### config.mk
export PLATFORM = sky130hd
export DESIGN_NAME = sfla_top
export DESIGN_NICKNAME = d
export VERILOG_FILES = /design/src/sfla_pkg.sv /design/src/sfla_store.sv /design/src/sfla_top.sv
export SDC_FILE = /design/constraint.sdc
export NUM_CORES = 2
export LEC_CHECK = 0
export BUFFER_PORTS_ARGS = -buffer_cell sky130_fd_sc_hd__buf_4
export CAP_MARGIN = 30
export CORE_MARGIN = 2
export CORE_UTILIZATION = 51
export CTS_BUF_LIST = sky130_fd_sc_hd__clkbuf_8
export DETAILED_ROUTE_END_ITERATION = 7
export GPL_ROUTABILITY_DRIVEN = 0
export PLACE_DENSITY = 0.64
export SLEW_MARGIN = 10
export SYNTH_ARGS = -nofsm -noshare
export SYNTH_HDL_FRONTEND = slang
export SYNTH_SLANG_ARGS = --single-unit
### constraint.sdc
create_clock -name clock -period 13.4 [get_ports clock]
set_input_delay 0.67 -clock clock [delete_from_list [all_inputs] [get_ports clock]]
set_output_delay 0.67 -clock clock [all_outputs]
set_load 0.02 [all_outputs]
### src/sfla_pkg.sv
package sfla_pkg;

    // ****************************************
    // register byte addresses
    // ****************************************
    localparam logic [7:0] SFLA_CTRL_OFS = 8'h00;      // buffer_control_reg
    localparam logic [7:0] SFLA_LEVEL_OFS = 8'h04;     // fill_count low byte
    localparam logic [7:0] SFLA_THR_HI_OFS = 8'h08;    // threshold upper bit at bit 2
    localparam logic [7:0] SFLA_THR_LO_OFS = 8'h0C;    // fill_threshold_low
    localparam logic [7:0] SFLA_DATA_OFS = 8'h10;      // buffer data port
    localparam logic [7:0] SFLA_IRQ_STAT_OFS = 8'h14;  // irq_status_first
    localparam logic [7:0] SFLA_IRQ_EN_OFS = 8'h18;    // irq_enable_first
    localparam logic [7:0] SFLA_IRQ_CLR_OFS = 8'h1C;   // write-one-to-clear

    // ****************************************
    // field positions
    // ****************************************
    localparam int SFLA_CTRL_CLEAR_BIT = 4;
    localparam int SFLA_CTRL_DEPTH_BIT = 7;
    localparam int SFLA_CTRL_FULLF_BIT = 6;
    localparam int SFLA_CTRL_EMPTYF_BIT = 5;
    localparam int SFLA_CTRL_CNT_HI_BIT = 0;
    localparam int SFLA_THR_HI_BIT = 2;
    localparam int SFLA_IRQ_ERR_BIT = 0;
    localparam int SFLA_IRQ_EMPTY_BIT = 1;
    localparam int SFLA_IRQ_FULL_BIT = 2;
    localparam int SFLA_IRQ_W = 3;

    // ****************************************
    // depths and reset values
    // ****************************************
    localparam logic [9:0] SFLA_DEPTH_LARGE = 10'd512;
    localparam logic [9:0] SFLA_DEPTH_SMALL = 10'd255;
    localparam logic [8:0] SFLA_THR_RESET = 9'h008;
    localparam logic [SFLA_IRQ_W-1:0] SFLA_IRQ_EN_RESET = 3'h0;

    typedef enum logic [1:0] {
        SFLA_RESP_OKAY = 2'b00,
        SFLA_RESP_SLVERR = 2'b10
    } sfla_resp_type;

    // status seen by the register file
    typedef struct packed {
        logic [9:0] count;
        logic near_full;
        logic near_empty;
    } sfla_stat_type;

endpackage : sfla_pkg

### src/sfla_store.sv
`timescale 1ns/1ps
// byte store with clear, depth select and overflow detect
module sfla_store
    import sfla_pkg::*;
#(
    parameter int DEPTH = 512
)
(
    input wire logic clock,
    input wire logic nrst,
    input wire logic clear,
    input wire logic small_mode,
    input wire logic wr_en,
    input wire logic [7:0] wr_data,
    input wire logic rd_en,
    output logic [7:0] rd_data,
    output logic [9:0] count,
    output logic overflow
);

    // pointer and count widths are fixed to a 512-byte store
    if (DEPTH != 512)
    begin : g_depth_check
        $error("sfla_store: only a 512-byte store is supported");
    end

    logic [7:0] mem [0:DEPTH-1];
    logic [8:0] wr_ptr;
    logic [8:0] rd_ptr;
    wire [9:0] limit = small_mode ? SFLA_DEPTH_SMALL : SFLA_DEPTH_LARGE;
    wire is_full = count >= limit;
    wire is_empty = count == 10'h000;
    wire do_wr = wr_en && !is_full;
    wire do_rd = rd_en && !is_empty;

    assign rd_data = mem[rd_ptr];

    // pointers and count; clear beats traffic in the same cycle
    always_ff @(posedge clock or negedge nrst)
    begin
        if (!nrst)
        begin
            wr_ptr <= 9'h000;
            rd_ptr <= 9'h000;
            count <= 10'h000;
        end
        else if (clear)
        begin
            wr_ptr <= 9'h000;
            rd_ptr <= 9'h000;
            count <= 10'h000;
        end
        else
        begin
            if (do_wr)
                wr_ptr <= wr_ptr + 9'h001;
            if (do_rd)
                rd_ptr <= rd_ptr + 9'h001;
            count <= count + {9'h000, do_wr} - {9'h000, do_rd};
        end
    end

    // storage array has no reset so it maps onto memory
    always_ff @(posedge clock)
    begin
        if (do_wr && !clear)
            mem[wr_ptr] <= wr_data;
    end

    // one-cycle pulse for a write refused while full
    always_ff @(posedge clock or negedge nrst)
    begin
        if (!nrst)
            overflow <= 1'b0;
        else
            overflow <= wr_en && is_full && !clear;
    end

    property p_count_bound;
        @(posedge clock) disable iff (!nrst)
        count <= limit;
    endproperty
    a_count_bound: assert property (p_count_bound) else $error("fill count exceeds depth");

    property p_full_hold;
        @(posedge clock) disable iff (!nrst)
        (wr_en && is_full && !rd_en && !clear) |=> $stable(count) && overflow;
    endproperty
    a_full_hold: assert property (p_full_hold) else $error("full write changed count");

    property p_empty_hold;
        @(posedge clock) disable iff (!nrst)
        (rd_en && is_empty && !wr_en && !clear) |=> count == 10'h000;
    endproperty
    a_empty_hold: assert property (p_empty_hold) else $error("empty read moved count");

endmodule : sfla_store

### src/sfla_top.sv
`timescale 1ns/1ps
// Operation
// - clear bit resets pointers and count
// - clear gives 512 or 255 bytes room
// - count tracks writes and reads
// - threshold is nine bits over two registers
// - near-full when room at most threshold
// - near-empty when count at most threshold
// - one threshold serves both alerts
// - write while full sets overflow error
// - near-empty rise interrupts when enabled
// - near-full rise interrupts when enabled
// - small mode fits one byte, large two
module sfla_top
    import sfla_pkg::*;
#(
    parameter int DEPTH = 512
)
(
    input wire logic clock,
    input wire logic nrst,
    input wire logic [7:0] s_axi_awaddr,
    input wire logic s_axi_awvalid,
    output logic s_axi_awready,
    input wire logic [31:0] s_axi_wdata,
    input wire logic [3:0] s_axi_wstrb,
    input wire logic s_axi_wvalid,
    output logic s_axi_wready,
    output logic [1:0] s_axi_bresp,
    output logic s_axi_bvalid,
    input wire logic s_axi_bready,
    input wire logic [7:0] s_axi_araddr,
    input wire logic s_axi_arvalid,
    output logic s_axi_arready,
    output logic [31:0] s_axi_rdata,
    output logic [1:0] s_axi_rresp,
    output logic s_axi_rvalid,
    input wire logic s_axi_rready,
    output logic irq
);

    // the store and the count view only serve a 512-byte buffer
    if (DEPTH != 512)
    begin : g_depth_check
        $error("sfla_top: only a 512-byte buffer is supported");
    end

    // ****************************************
    // write channel capture
    // ****************************************
    logic [7:0] aw_addr;
    logic [31:0] w_data;
    logic [3:0] w_strb;
    // an item is held while its ready flop is low
    wire aw_held = !s_axi_awready;
    wire w_held = !s_axi_wready;
    wire wr_go = aw_held && w_held && !s_axi_bvalid;

    // address and data taken independently, in either order
    always_ff @(posedge clock or negedge nrst)
    begin
        if (!nrst)
        begin
            s_axi_awready <= 1'b1;
            s_axi_wready <= 1'b1;
            aw_addr <= 8'h00;
            w_data <= 32'h0000_0000;
            w_strb <= 4'h0;
        end
        else
        begin
            if (s_axi_awvalid && s_axi_awready)
            begin
                s_axi_awready <= 1'b0;
                aw_addr <= s_axi_awaddr;
            end
            else if (wr_go)
                s_axi_awready <= 1'b1;
            if (s_axi_wvalid && s_axi_wready)
            begin
                s_axi_wready <= 1'b0;
                w_data <= s_axi_wdata;
                w_strb <= s_axi_wstrb;
            end
            else if (wr_go)
                s_axi_wready <= 1'b1;
        end
    end

    // ****************************************
    // write decode
    // ****************************************
    wire lane0 = w_strb[0];
    wire wr_ctrl = wr_go && lane0 && aw_addr == SFLA_CTRL_OFS;
    wire wr_thr_hi = wr_go && lane0 && aw_addr == SFLA_THR_HI_OFS;
    wire wr_thr_lo = wr_go && lane0 && aw_addr == SFLA_THR_LO_OFS;
    wire wr_data_port = wr_go && lane0 && aw_addr == SFLA_DATA_OFS;
    wire wr_irq_en = wr_go && lane0 && aw_addr == SFLA_IRQ_EN_OFS;
    wire wr_irq_clr = wr_go && lane0 && aw_addr == SFLA_IRQ_CLR_OFS;
    wire wr_known = aw_addr == SFLA_CTRL_OFS || aw_addr == SFLA_THR_HI_OFS
        || aw_addr == SFLA_THR_LO_OFS || aw_addr == SFLA_DATA_OFS
        || aw_addr == SFLA_IRQ_EN_OFS || aw_addr == SFLA_IRQ_CLR_OFS
        || aw_addr == SFLA_LEVEL_OFS || aw_addr == SFLA_IRQ_STAT_OFS;

    // write response
    always_ff @(posedge clock or negedge nrst)
    begin
        if (!nrst)
        begin
            s_axi_bvalid <= 1'b0;
            s_axi_bresp <= SFLA_RESP_OKAY;
        end
        else if (wr_go)
        begin
            s_axi_bvalid <= 1'b1;
            s_axi_bresp <= wr_known ? SFLA_RESP_OKAY : SFLA_RESP_SLVERR;
        end
        else if (s_axi_bready)
            s_axi_bvalid <= 1'b0;
    end

    // ****************************************
    // control registers
    // ****************************************
    logic depth_select;
    logic buffer_clear_bit;
    logic [8:0] fill_threshold;
    logic [SFLA_IRQ_W-1:0] irq_enable_first;

    // clear lives for one cycle only and reads back as zero
    always_ff @(posedge clock or negedge nrst)
    begin
        if (!nrst)
        begin
            depth_select <= 1'b0;
            buffer_clear_bit <= 1'b0;
            fill_threshold <= SFLA_THR_RESET;
            irq_enable_first <= SFLA_IRQ_EN_RESET;
        end
        else
        begin
            buffer_clear_bit <= wr_ctrl && w_data[SFLA_CTRL_CLEAR_BIT];
            if (wr_ctrl)
                depth_select <= w_data[SFLA_CTRL_DEPTH_BIT];
            if (wr_thr_hi)
                fill_threshold[8] <= w_data[SFLA_THR_HI_BIT];
            if (wr_thr_lo)
                fill_threshold[7:0] <= w_data[7:0];
            if (wr_irq_en)
                irq_enable_first <= w_data[SFLA_IRQ_W-1:0];
        end
    end

    // ****************************************
    // buffer store and level alerts
    // ****************************************
    logic rd_pop;
    logic [7:0] buf_rdata;
    logic overflow_flag;
    sfla_stat_type stat;

    sfla_store #(.DEPTH(DEPTH)) u_store (
        .clock(clock),
        .nrst(nrst),
        .clear(buffer_clear_bit),
        .small_mode(depth_select),
        .wr_en(wr_data_port),
        .wr_data(w_data[7:0]),
        .rd_en(rd_pop),
        .rd_data(buf_rdata),
        .count(stat.count),
        .overflow(overflow_flag)
    );

    // one threshold measured from the top and from the bottom
    wire [9:0] depth_now = depth_select ? SFLA_DEPTH_SMALL : SFLA_DEPTH_LARGE;
    wire [9:0] room = depth_now - stat.count;
    assign stat.near_full = room <= {1'b0, fill_threshold};
    assign stat.near_empty = stat.count <= {1'b0, fill_threshold};

    // ****************************************
    // interrupt status
    // ****************************************
    logic near_full_d;
    logic near_empty_d;
    logic [SFLA_IRQ_W-1:0] irq_status_first;
    wire [SFLA_IRQ_W-1:0] irq_events = {stat.near_full && !near_full_d,
        stat.near_empty && !near_empty_d, overflow_flag};
    wire [SFLA_IRQ_W-1:0] irq_clear = wr_irq_clr ? w_data[SFLA_IRQ_W-1:0] : '0;

    // set wins over clear so no event is lost
    always_ff @(posedge clock or negedge nrst)
    begin
        if (!nrst)
        begin
            near_full_d <= 1'b0;
            near_empty_d <= 1'b1;
            irq_status_first <= '0;
            irq <= 1'b0;
        end
        else
        begin
            near_full_d <= stat.near_full;
            near_empty_d <= stat.near_empty;
            irq_status_first <= (irq_status_first & ~irq_clear) | irq_events;
            irq <= |(((irq_status_first & ~irq_clear) | irq_events) & irq_enable_first);
        end
    end

    // ****************************************
    // read channel
    // ****************************************
    wire rd_take = s_axi_arvalid && s_axi_arready;
    assign rd_pop = rd_take && s_axi_araddr == SFLA_DATA_OFS;

    // readable state; fill count is split across two registers in large mode
    // two upper count bits, else a full 512-byte buffer would read as empty
    wire [31:0] ctrl_view = {24'h0, depth_select, stat.near_full, stat.near_empty,
        1'b0, 2'h0, stat.count[9:8]};
    wire rd_known = s_axi_araddr == SFLA_CTRL_OFS || s_axi_araddr == SFLA_LEVEL_OFS
        || s_axi_araddr == SFLA_THR_HI_OFS || s_axi_araddr == SFLA_THR_LO_OFS
        || s_axi_araddr == SFLA_DATA_OFS || s_axi_araddr == SFLA_IRQ_STAT_OFS
        || s_axi_araddr == SFLA_IRQ_EN_OFS || s_axi_araddr == SFLA_IRQ_CLR_OFS;
    wire [31:0] rd_mux =
        s_axi_araddr == SFLA_CTRL_OFS ? ctrl_view :
        s_axi_araddr == SFLA_LEVEL_OFS ? {24'h0, stat.count[7:0]} :
        s_axi_araddr == SFLA_THR_HI_OFS ? {29'h0, fill_threshold[8], 2'h0} :
        s_axi_araddr == SFLA_THR_LO_OFS ? {24'h0, fill_threshold[7:0]} :
        s_axi_araddr == SFLA_DATA_OFS ? {24'h0, buf_rdata} :
        s_axi_araddr == SFLA_IRQ_STAT_OFS ? {29'h0, irq_status_first} :
        s_axi_araddr == SFLA_IRQ_EN_OFS ? {29'h0, irq_enable_first} : 32'h0;

    // read answer one cycle after the address is taken
    always_ff @(posedge clock or negedge nrst)
    begin
        if (!nrst)
        begin
            s_axi_arready <= 1'b1;
            s_axi_rvalid <= 1'b0;
            s_axi_rdata <= 32'h0000_0000;
            s_axi_rresp <= SFLA_RESP_OKAY;
        end
        else if (rd_take)
        begin
            s_axi_arready <= 1'b0;
            s_axi_rvalid <= 1'b1;
            s_axi_rdata <= rd_mux;
            s_axi_rresp <= rd_known ? SFLA_RESP_OKAY : SFLA_RESP_SLVERR;
        end
        else if (s_axi_rready)
        begin
            s_axi_arready <= 1'b1;
            s_axi_rvalid <= 1'b0;
        end
    end

    // ****************************************
    // checks
    // ****************************************
    property p_clear_zero;
        @(posedge clock) disable iff (!nrst)
        buffer_clear_bit |=> stat.count == 10'h000;
    endproperty
    a_clear_zero: assert property (p_clear_zero) else $error("clear did not empty buffer");

    property p_clear_pulse;
        @(posedge clock) disable iff (!nrst)
        buffer_clear_bit |=> !buffer_clear_bit || $past(wr_ctrl);
    endproperty
    a_clear_pulse: assert property (p_clear_pulse) else $error("clear stuck high");

    property p_count_step;
        @(posedge clock) disable iff (!nrst)
        (wr_data_port && !rd_pop && !buffer_clear_bit && stat.count < depth_now)
            |=> stat.count == $past(stat.count) + 10'h001;
    endproperty
    a_count_step: assert property (p_count_step) else $error("write did not bump count");

    property p_full_alert;
        @(posedge clock) disable iff (!nrst)
        (stat.count <= depth_now)
            |-> stat.near_full == ({1'b0, stat.count} + {2'b00, fill_threshold} >= {1'b0, depth_now});
    endproperty
    a_full_alert: assert property (p_full_alert) else $error("near-full missing");

    property p_empty_alert;
        @(posedge clock) disable iff (!nrst)
        (stat.count == 10'h000) |-> stat.near_empty;
    endproperty
    a_empty_alert: assert property (p_empty_alert) else $error("near-empty missing at zero");

    property p_err_set;
        @(posedge clock) disable iff (!nrst)
        overflow_flag |=> irq_status_first[SFLA_IRQ_ERR_BIT];
    endproperty
    a_err_set: assert property (p_err_set) else $error("overflow not latched");

    property p_empty_irq;
        @(posedge clock) disable iff (!nrst)
        ($rose(stat.near_empty) && irq_enable_first[SFLA_IRQ_EMPTY_BIT]
            && !wr_irq_en) |=> irq;
    endproperty
    a_empty_irq: assert property (p_empty_irq) else $error("near-empty irq missing");

    property p_full_irq;
        @(posedge clock) disable iff (!nrst)
        ($rose(stat.near_full) && irq_enable_first[SFLA_IRQ_FULL_BIT]
            && !wr_irq_en) |=> irq;
    endproperty
    a_full_irq: assert property (p_full_irq) else $error("near-full irq missing");

endmodule : sfla_top

# Yosys cells after proc, flatten, opt, wreduce, memory -nomap -nowiden
# Memories as Yosys holds them, arrays and structs flattened.
# Index checks and enable logic that the tools add are counted.
dict set report word_totals {
  word_cells 131
  input_bits 59
  ramBits 4096
  ff_bits 107
  n_memories 1
}
dict set report classes {
  n_mux 27
  magnitude_cmp 3
  n_reduce_logical 53
  n_eq_ne 14
  bitwise_logic 4
  addsub 5
}
# name words word_bits read_ports rd_ports_with_merged_regs write_ports line_no
set mem_list {}
lappend mem_list {u_store.mem 512 8 1 0 1 sfla_store.sv:27} ;# logic [7:0] mem [0:DEPTH-1];
# op count
set op_table {}
lappend op_table {{$eq 8x5->1 const B} 8}
lappend op_table {{$mux 8} 5}
lappend op_table {{$mux 9} 4}
lappend op_table {{$eq 8x4->1 const B} 4}
lappend op_table {{$logic_and 1x1->1} 21}
lappend op_table {{$le 10x9->1} 2}
lappend op_table {{$mux 10} 2}
lappend op_table {{$add 9x1->9 const B} 2}
lappend op_table {{$eq 8x3->1 const B} 2}
lappend op_table {{$logic_not 8->1} 2}
lappend op_table {{$logic_or 1x1->1} 14}
lappend op_table {{$reduce_bool 2->1} 6}
lappend op_table {{$mux 1} 11}
lappend op_table {{$add 10x1->10} 1}
lappend op_table {{$ge 10x10->1} 1}
lappend op_table {{$logic_not 10->1} 1}
lappend op_table {{$sub 10x1->10} 1}
lappend op_table {{$sub 10x10->10} 1}
lappend op_table {{$mux 3} 3}
lappend op_table {{$logic_not 1->1} 8}
lappend op_table {{$and 3x3->3} 2}
lappend op_table {{$mux 2} 2}
lappend op_table {{$not 3->3} 1}
lappend op_table {{$or 3x3->3} 1}
lappend op_table {{$reduce_or 3->1} 1}

# Logic depth before layout (Yosys ltp)
dict set report logic_depth {
  ltp_word 11
  ltp_mapped 21
}

# Hierarchy
# Synthesis repeated with hierarchy kept, for this count alone.
dict set report unflattened {
  hier_cells 7984
  area_unflattened_um2 165158.4
}
# module instances seq_area_each_um2 area_each_um2 cells_per_inst
set by_module_without_submodules {}
lappend by_module_without_submodules {sfla_store 1 123723.7 161675.1 7629}
lappend by_module_without_submodules {sfla_top 1 1307.5 3483.3 355}

# Worst setup path before layout
# No wires, ideal clock.
dict set report synth_path {
  kind {reg-to-reg}
  start {register w_data[2]}
  end {memory u_store.mem[0][2], data pin}
  n_path_buf 0
  stages_incl_launch_ff 1
  required_time_ns 11.985
  arrival_ns 6.112
  path_slack_ns 5.873
  cell_sequence {dfrtp_1}
}
# element line_no
set synth_lines {}
lappend synth_lines {{start, declared} sfla_top.sv:52} ;# logic [31:0] w_data;
lappend synth_lines {{start signal, assigned} sfla_top.sv:82} ;# w_data <= s_axi_wdata;
lappend synth_lines {{end, declared} sfla_store.sv:27}
# Straight into the memory's write port.

# Final worst setup path
dict set report layout_path {
  start {register u_store.rd_ptr[0]}
  end {register s_axi_rdata[3]}
}
dict set report layout_between {
  elab_chain_cells 6
}
# element line_no
set layout_lines {}
lappend layout_lines {{start, declared} sfla_store.sv:29} ;# logic [8:0] rd_ptr;
lappend layout_lines {{start signal, assigned} sfla_store.sv:58} ;# rd_ptr <= rd_ptr + 9'h001;
lappend layout_lines {{$mem_v2 512x8} --}
lappend layout_lines {{$mux 8} sfla_top.sv:229} ;# s_axi_araddr == SFLA_DATA_OFS ? {24'h0, buf_rdata} :
lappend layout_lines {{$mux 8} sfla_top.sv:228} ;# s_axi_araddr == SFLA_THR_LO_OFS ? {24'h0, fill_threshold[7:0]} :
lappend layout_lines {{$mux 8} sfla_top.sv:227} ;# s_axi_araddr == SFLA_THR_HI_OFS ? {29'h0, fill_threshold[8], 2'h0} :
lappend layout_lines {{$mux 8} sfla_top.sv:226} ;# s_axi_araddr == SFLA_LEVEL_OFS ? {24'h0, stat.count[7:0]} :
lappend layout_lines {{$mux 8} sfla_top.sv:225} ;# s_axi_araddr == SFLA_CTRL_OFS ? ctrl_view :
lappend layout_lines {{end signal, assigned} sfla_top.sv:247} ;# s_axi_rdata <= rd_mux;
lappend layout_lines {{end, declared} sfla_top.sv:35} ;# output logic [31:0] s_axi_rdata,
# No other way between the ends.
# A chain may end at the register's enable or synchronous reset.

==> key figures <==
Floorplanning
  – Core Footprint: 320000 sq um
  – Boundary Pins: 101
  – Starting Density: 51.1%
  – Die ar.: 326000 sq um
  – Die height: 571 microns
  – Die extent in x: 571 microns
  – Site row count: 208

Timing
  – Endpoints failing setup: 0
  – Setup TNS: 0 ns
  – Hold Slack: 0.128 ns
  – Final Cycle Share: 45.6%
  – F_max: 164 MHz
  – Slew Viols, Final: 0
  – Slew at the pin closest to its max-slew limit: 1.29 ns
  – Fin crit period: 6.11 ns
  – Slew HR: 14.0%
  – RSZ-0062 raised after global routing: false
  – Clock skew: 0.0697 ns
  – Final hold violations: 0

Worst hold path
  – WHS Path Cells: 4
  – WHS Endpoint: s_axi_rdata[6]
  – HP Class: in2reg
  – HP Start: s_axi_araddr[2]

Cells and area
  – Fin nets: 8394
  – Final instance area: 181000 sq um
  – Final core utilization: 56.6%
  – Area added between synthesis and finish: 10.7%
  – Share of post-route cells with drive strength above 1: 23.9%
  – Commonest non-fill, non-tap cell in the layout: edfxtp_1
  – Most frequent cells in the layout: edfxtp_1, mux4_2, clkbuf_8, nor2_1, mux2i_1

Place
  – Post-DP Area: 169000 sq um
  – Hpwl dp: 255000 microns
  – # port buffers: 47

Flow run
  – Max-Cap Viols: 0

Setup path
  – WP data required: 14.45 ns
  – Slowest Stage Delay on Critical Path: 0.95 ns
  – CP Capture Type: flip-flop
  – Crit path DAT: 7.17 ns
  – Worst R2R Start: u_store.rd_ptr[0]
  – CP top delay family: buffers and inverters
  – Most used cell, CP: buf_4
  – Startpoint Class: flip-flop
  – CP bufs+invs: 3
  – CP max stage cell: dfrtp_4
  – R2r setup slk: 7.29 ns
  – Crit Reg-Reg Endpoint: s_axi_rdata[3]
  – Setup CP Type: reg2reg
  – Worst-path fanout max: 38
  – FF-to-FF path depth: 10
  – Cells along the critical path: buf_4 > buf_4 > buf_4 > mux4_2 > mux4_2 > a211o_1 > o211ai_1 > nand4_1 > a311oi_1 > nor4_1

Power and ir drop
  – Cell-internal power: 0.0220 W
  – Sw Ratio: 27.4%
  – Reg power frac: 55.1%
  – Pwr per Cell Area: 168 nW/um^2
  – Sw Pwr: 0.00834 W
  – Power, Total: 0.0304 W
  – Peak VDD IR: 0.196 mV
  – Gate power share: 12.6%
  – Pleak: 55.2 nW
  – Clock power share: 32.3%

Yosys
  – Adder-Cell Fraction of Synth Area: 0.384%
  – Synth Area in Compound Gates: 2.79%
  – Area leader, netlist: edfxtp_1
  – Netlist cell types: 78
  – Syn Inst Count: 7849
  – Xor/xnor cell area share of the yosys netlist: 0.150%
  – Seq cells post-synth: 4177
  – Synth area leaders: edfxtp_1, mux4_2, mux2i_1
  – Mux contribution to synthesized area: 16.0%
  – Ys Warns: 0
  – Top cell type's share of synthesized area: 75.1%
  – Largest family of logic cells by synthesized area: multiplexers
  – Seq/Total Area, Yosys: 76.4%
  – Asr flop ratio synth: 1.94%
  – Syn Area/Cell: 20.9 sq um
  – Post-synthesis simple-gate area fraction: 2.63%
  – Ys flop type: edfxtp_1
  – Netlist Area Pre-Place: 164000 sq um
  – EDFF count, synth: 4096

Detailed routing
  – DRT Wirelength: 444000 microns
  – Via/cell ratio: 6.40
  – DRC: 0
  – First-pass iteration count of the detailed router: 5
  – Avg WL per Cell: 33.9 microns
  – Final ANT Viol Nets: 0
  – Iter 0 DRT Violations: 12000
  – Via count: 83900

Status
  – Status: finished, final reports clean

Clock network
  – Clock Tree Root: clkbuf_8
  – Clk buf depth: 4
  – # hold bufs at CTS: 29
  – H-tree levels: 6
  – Total CTS buffers: 652
  – CTS clk-pin slew, worst paths: 0.06 ns
  – Clock latency on the worst-skew pair: 1.25 ns
  – Setup repair bufs after CTS: 0
  – Clk sink count: 4177
  – PostCTS Resize Cnt: 0
  – CTS tree: built

Global routing
  – GR Util All Layers: 27.1%
  – Vias in the first global route: 83400
  – First-pass GRT wire length: 624000 microns
  – Grt total ovfl: 0
  – Pin count of the biggest net entering global routing: 245
  – Antenna violations before repair: 28
## final cells by class
cell class / instances / area (sq um)
repair buffers: 265 / 2600
well taps: 4305 / 5390
inverters: 48 / 190
fillers: 23700 / 139000
diodes: 11 / 27.5
clock inverters: 506 / 2580
flip-flops and latches: 4177 / 125000
multi-input cells: 3142 / 36300
clock buffers: 663 / 9130
## power groups by stage
stage	Clock (W)	Sequential (W)	Combinational, W
global placement	0	0.0170	0.00351
finish	0.00982	0.0167	0.00382
floorplan	0	0.0186	0.00114
CTS	0.00994	0.0168	0.00371
detailed placement	0	0.0170	0.00369
global route	0.0105	0.0167	0.00405
## cell families after synthesis
family,after synthesis
flip-flops,4177
multiplexers,1378
AND/OR/NAND/NOR,1005
AO/OA/AOI/OAI,656
buffers and inverters,555
adder cells (fa/ha/maj),49
XOR/XNOR,28
other,1
## metal layers
| layer | track usage, % | part of all wire [%] |
|---|---|---|
| met5 | 0 | 0.017 |
| met4 | 10.0 | 3.8 |
| met3 | 5.90 | 11 |
| met2 | 41.8 | 47 |
| met1 | 38.4 | 39 |
## per-stage QoR
stage          std cells  worst slack (ns)
2_1_floorplan       7874              5.87
3_3_place_gp       11900              7.28
3_5_place_dp       11900              7.25
4_1_cts            13100              7.23
5_1_grt            13100              7.00
6_report           13100              7.29
## flip-flops by register name, summed over array words and instances (netlist names), 3 cells and up
signal	cells
u_store.count	10
fill_threshold	9
irq_status_first	3
u_store.wr_ptr	9
aw_addr	8
s_axi_rdata	8
u_store.rd_ptr	9
irq_enable_first	3
w_data	8
u_store.mem	4096
## synthesized netlist by cell type (all sizes together), types with 6 or more instances
library cell,count
nor3,45
mux4,990
nand2b,13
inv,46
a211oi,22
a21o,11
and3,12
clkbuf,238
o211ai,10
o21bai,12
mux2i,360
nand4,18
nand2,173
nor3b,9
o2111ai,6
o21ai,77
buf,269
xnor2,23
nor2b,21
a21oi,132
and2,20
nor2,612
nor4,16
a22oi,56
o221ai,112
ha,47
dfrtp,76
a22o,20
a211o,7
nand3,38
edfxtp,4096
a311oi,7
a31oi,26
o31ai,10
a2111oi,9
o22ai,78
a221oi,21
a32oi,6
mux2,28
o311ai,6
## worst min-delay path: stages
cell and delay [ns]:
buf_4 0.19, nand3_1 0.12, a211o_1 0.19, o211ai_1 0.10
## worst max-delay path by stage
stage	start	end	slack, ns	depth (start not counted)
finish	u_store.rd_ptr[0]	s_axi_rdata[3]	7.29	10
global route	u_store.rd_ptr[0]	s_axi_rdata[3]	7.00	10
CTS	u_store.rd_ptr[0]	s_axi_rdata[6]	7.23	10
detailed placement	u_store.rd_ptr[0]	s_axi_rdata[6]	7.25	10
global placement	s_axi_araddr[0]	u_store.count[9]	7.28	16
floorplan	w_data[2]	u_store.mem[0][2]	5.87	0
(Power assumes the default switching activity.)
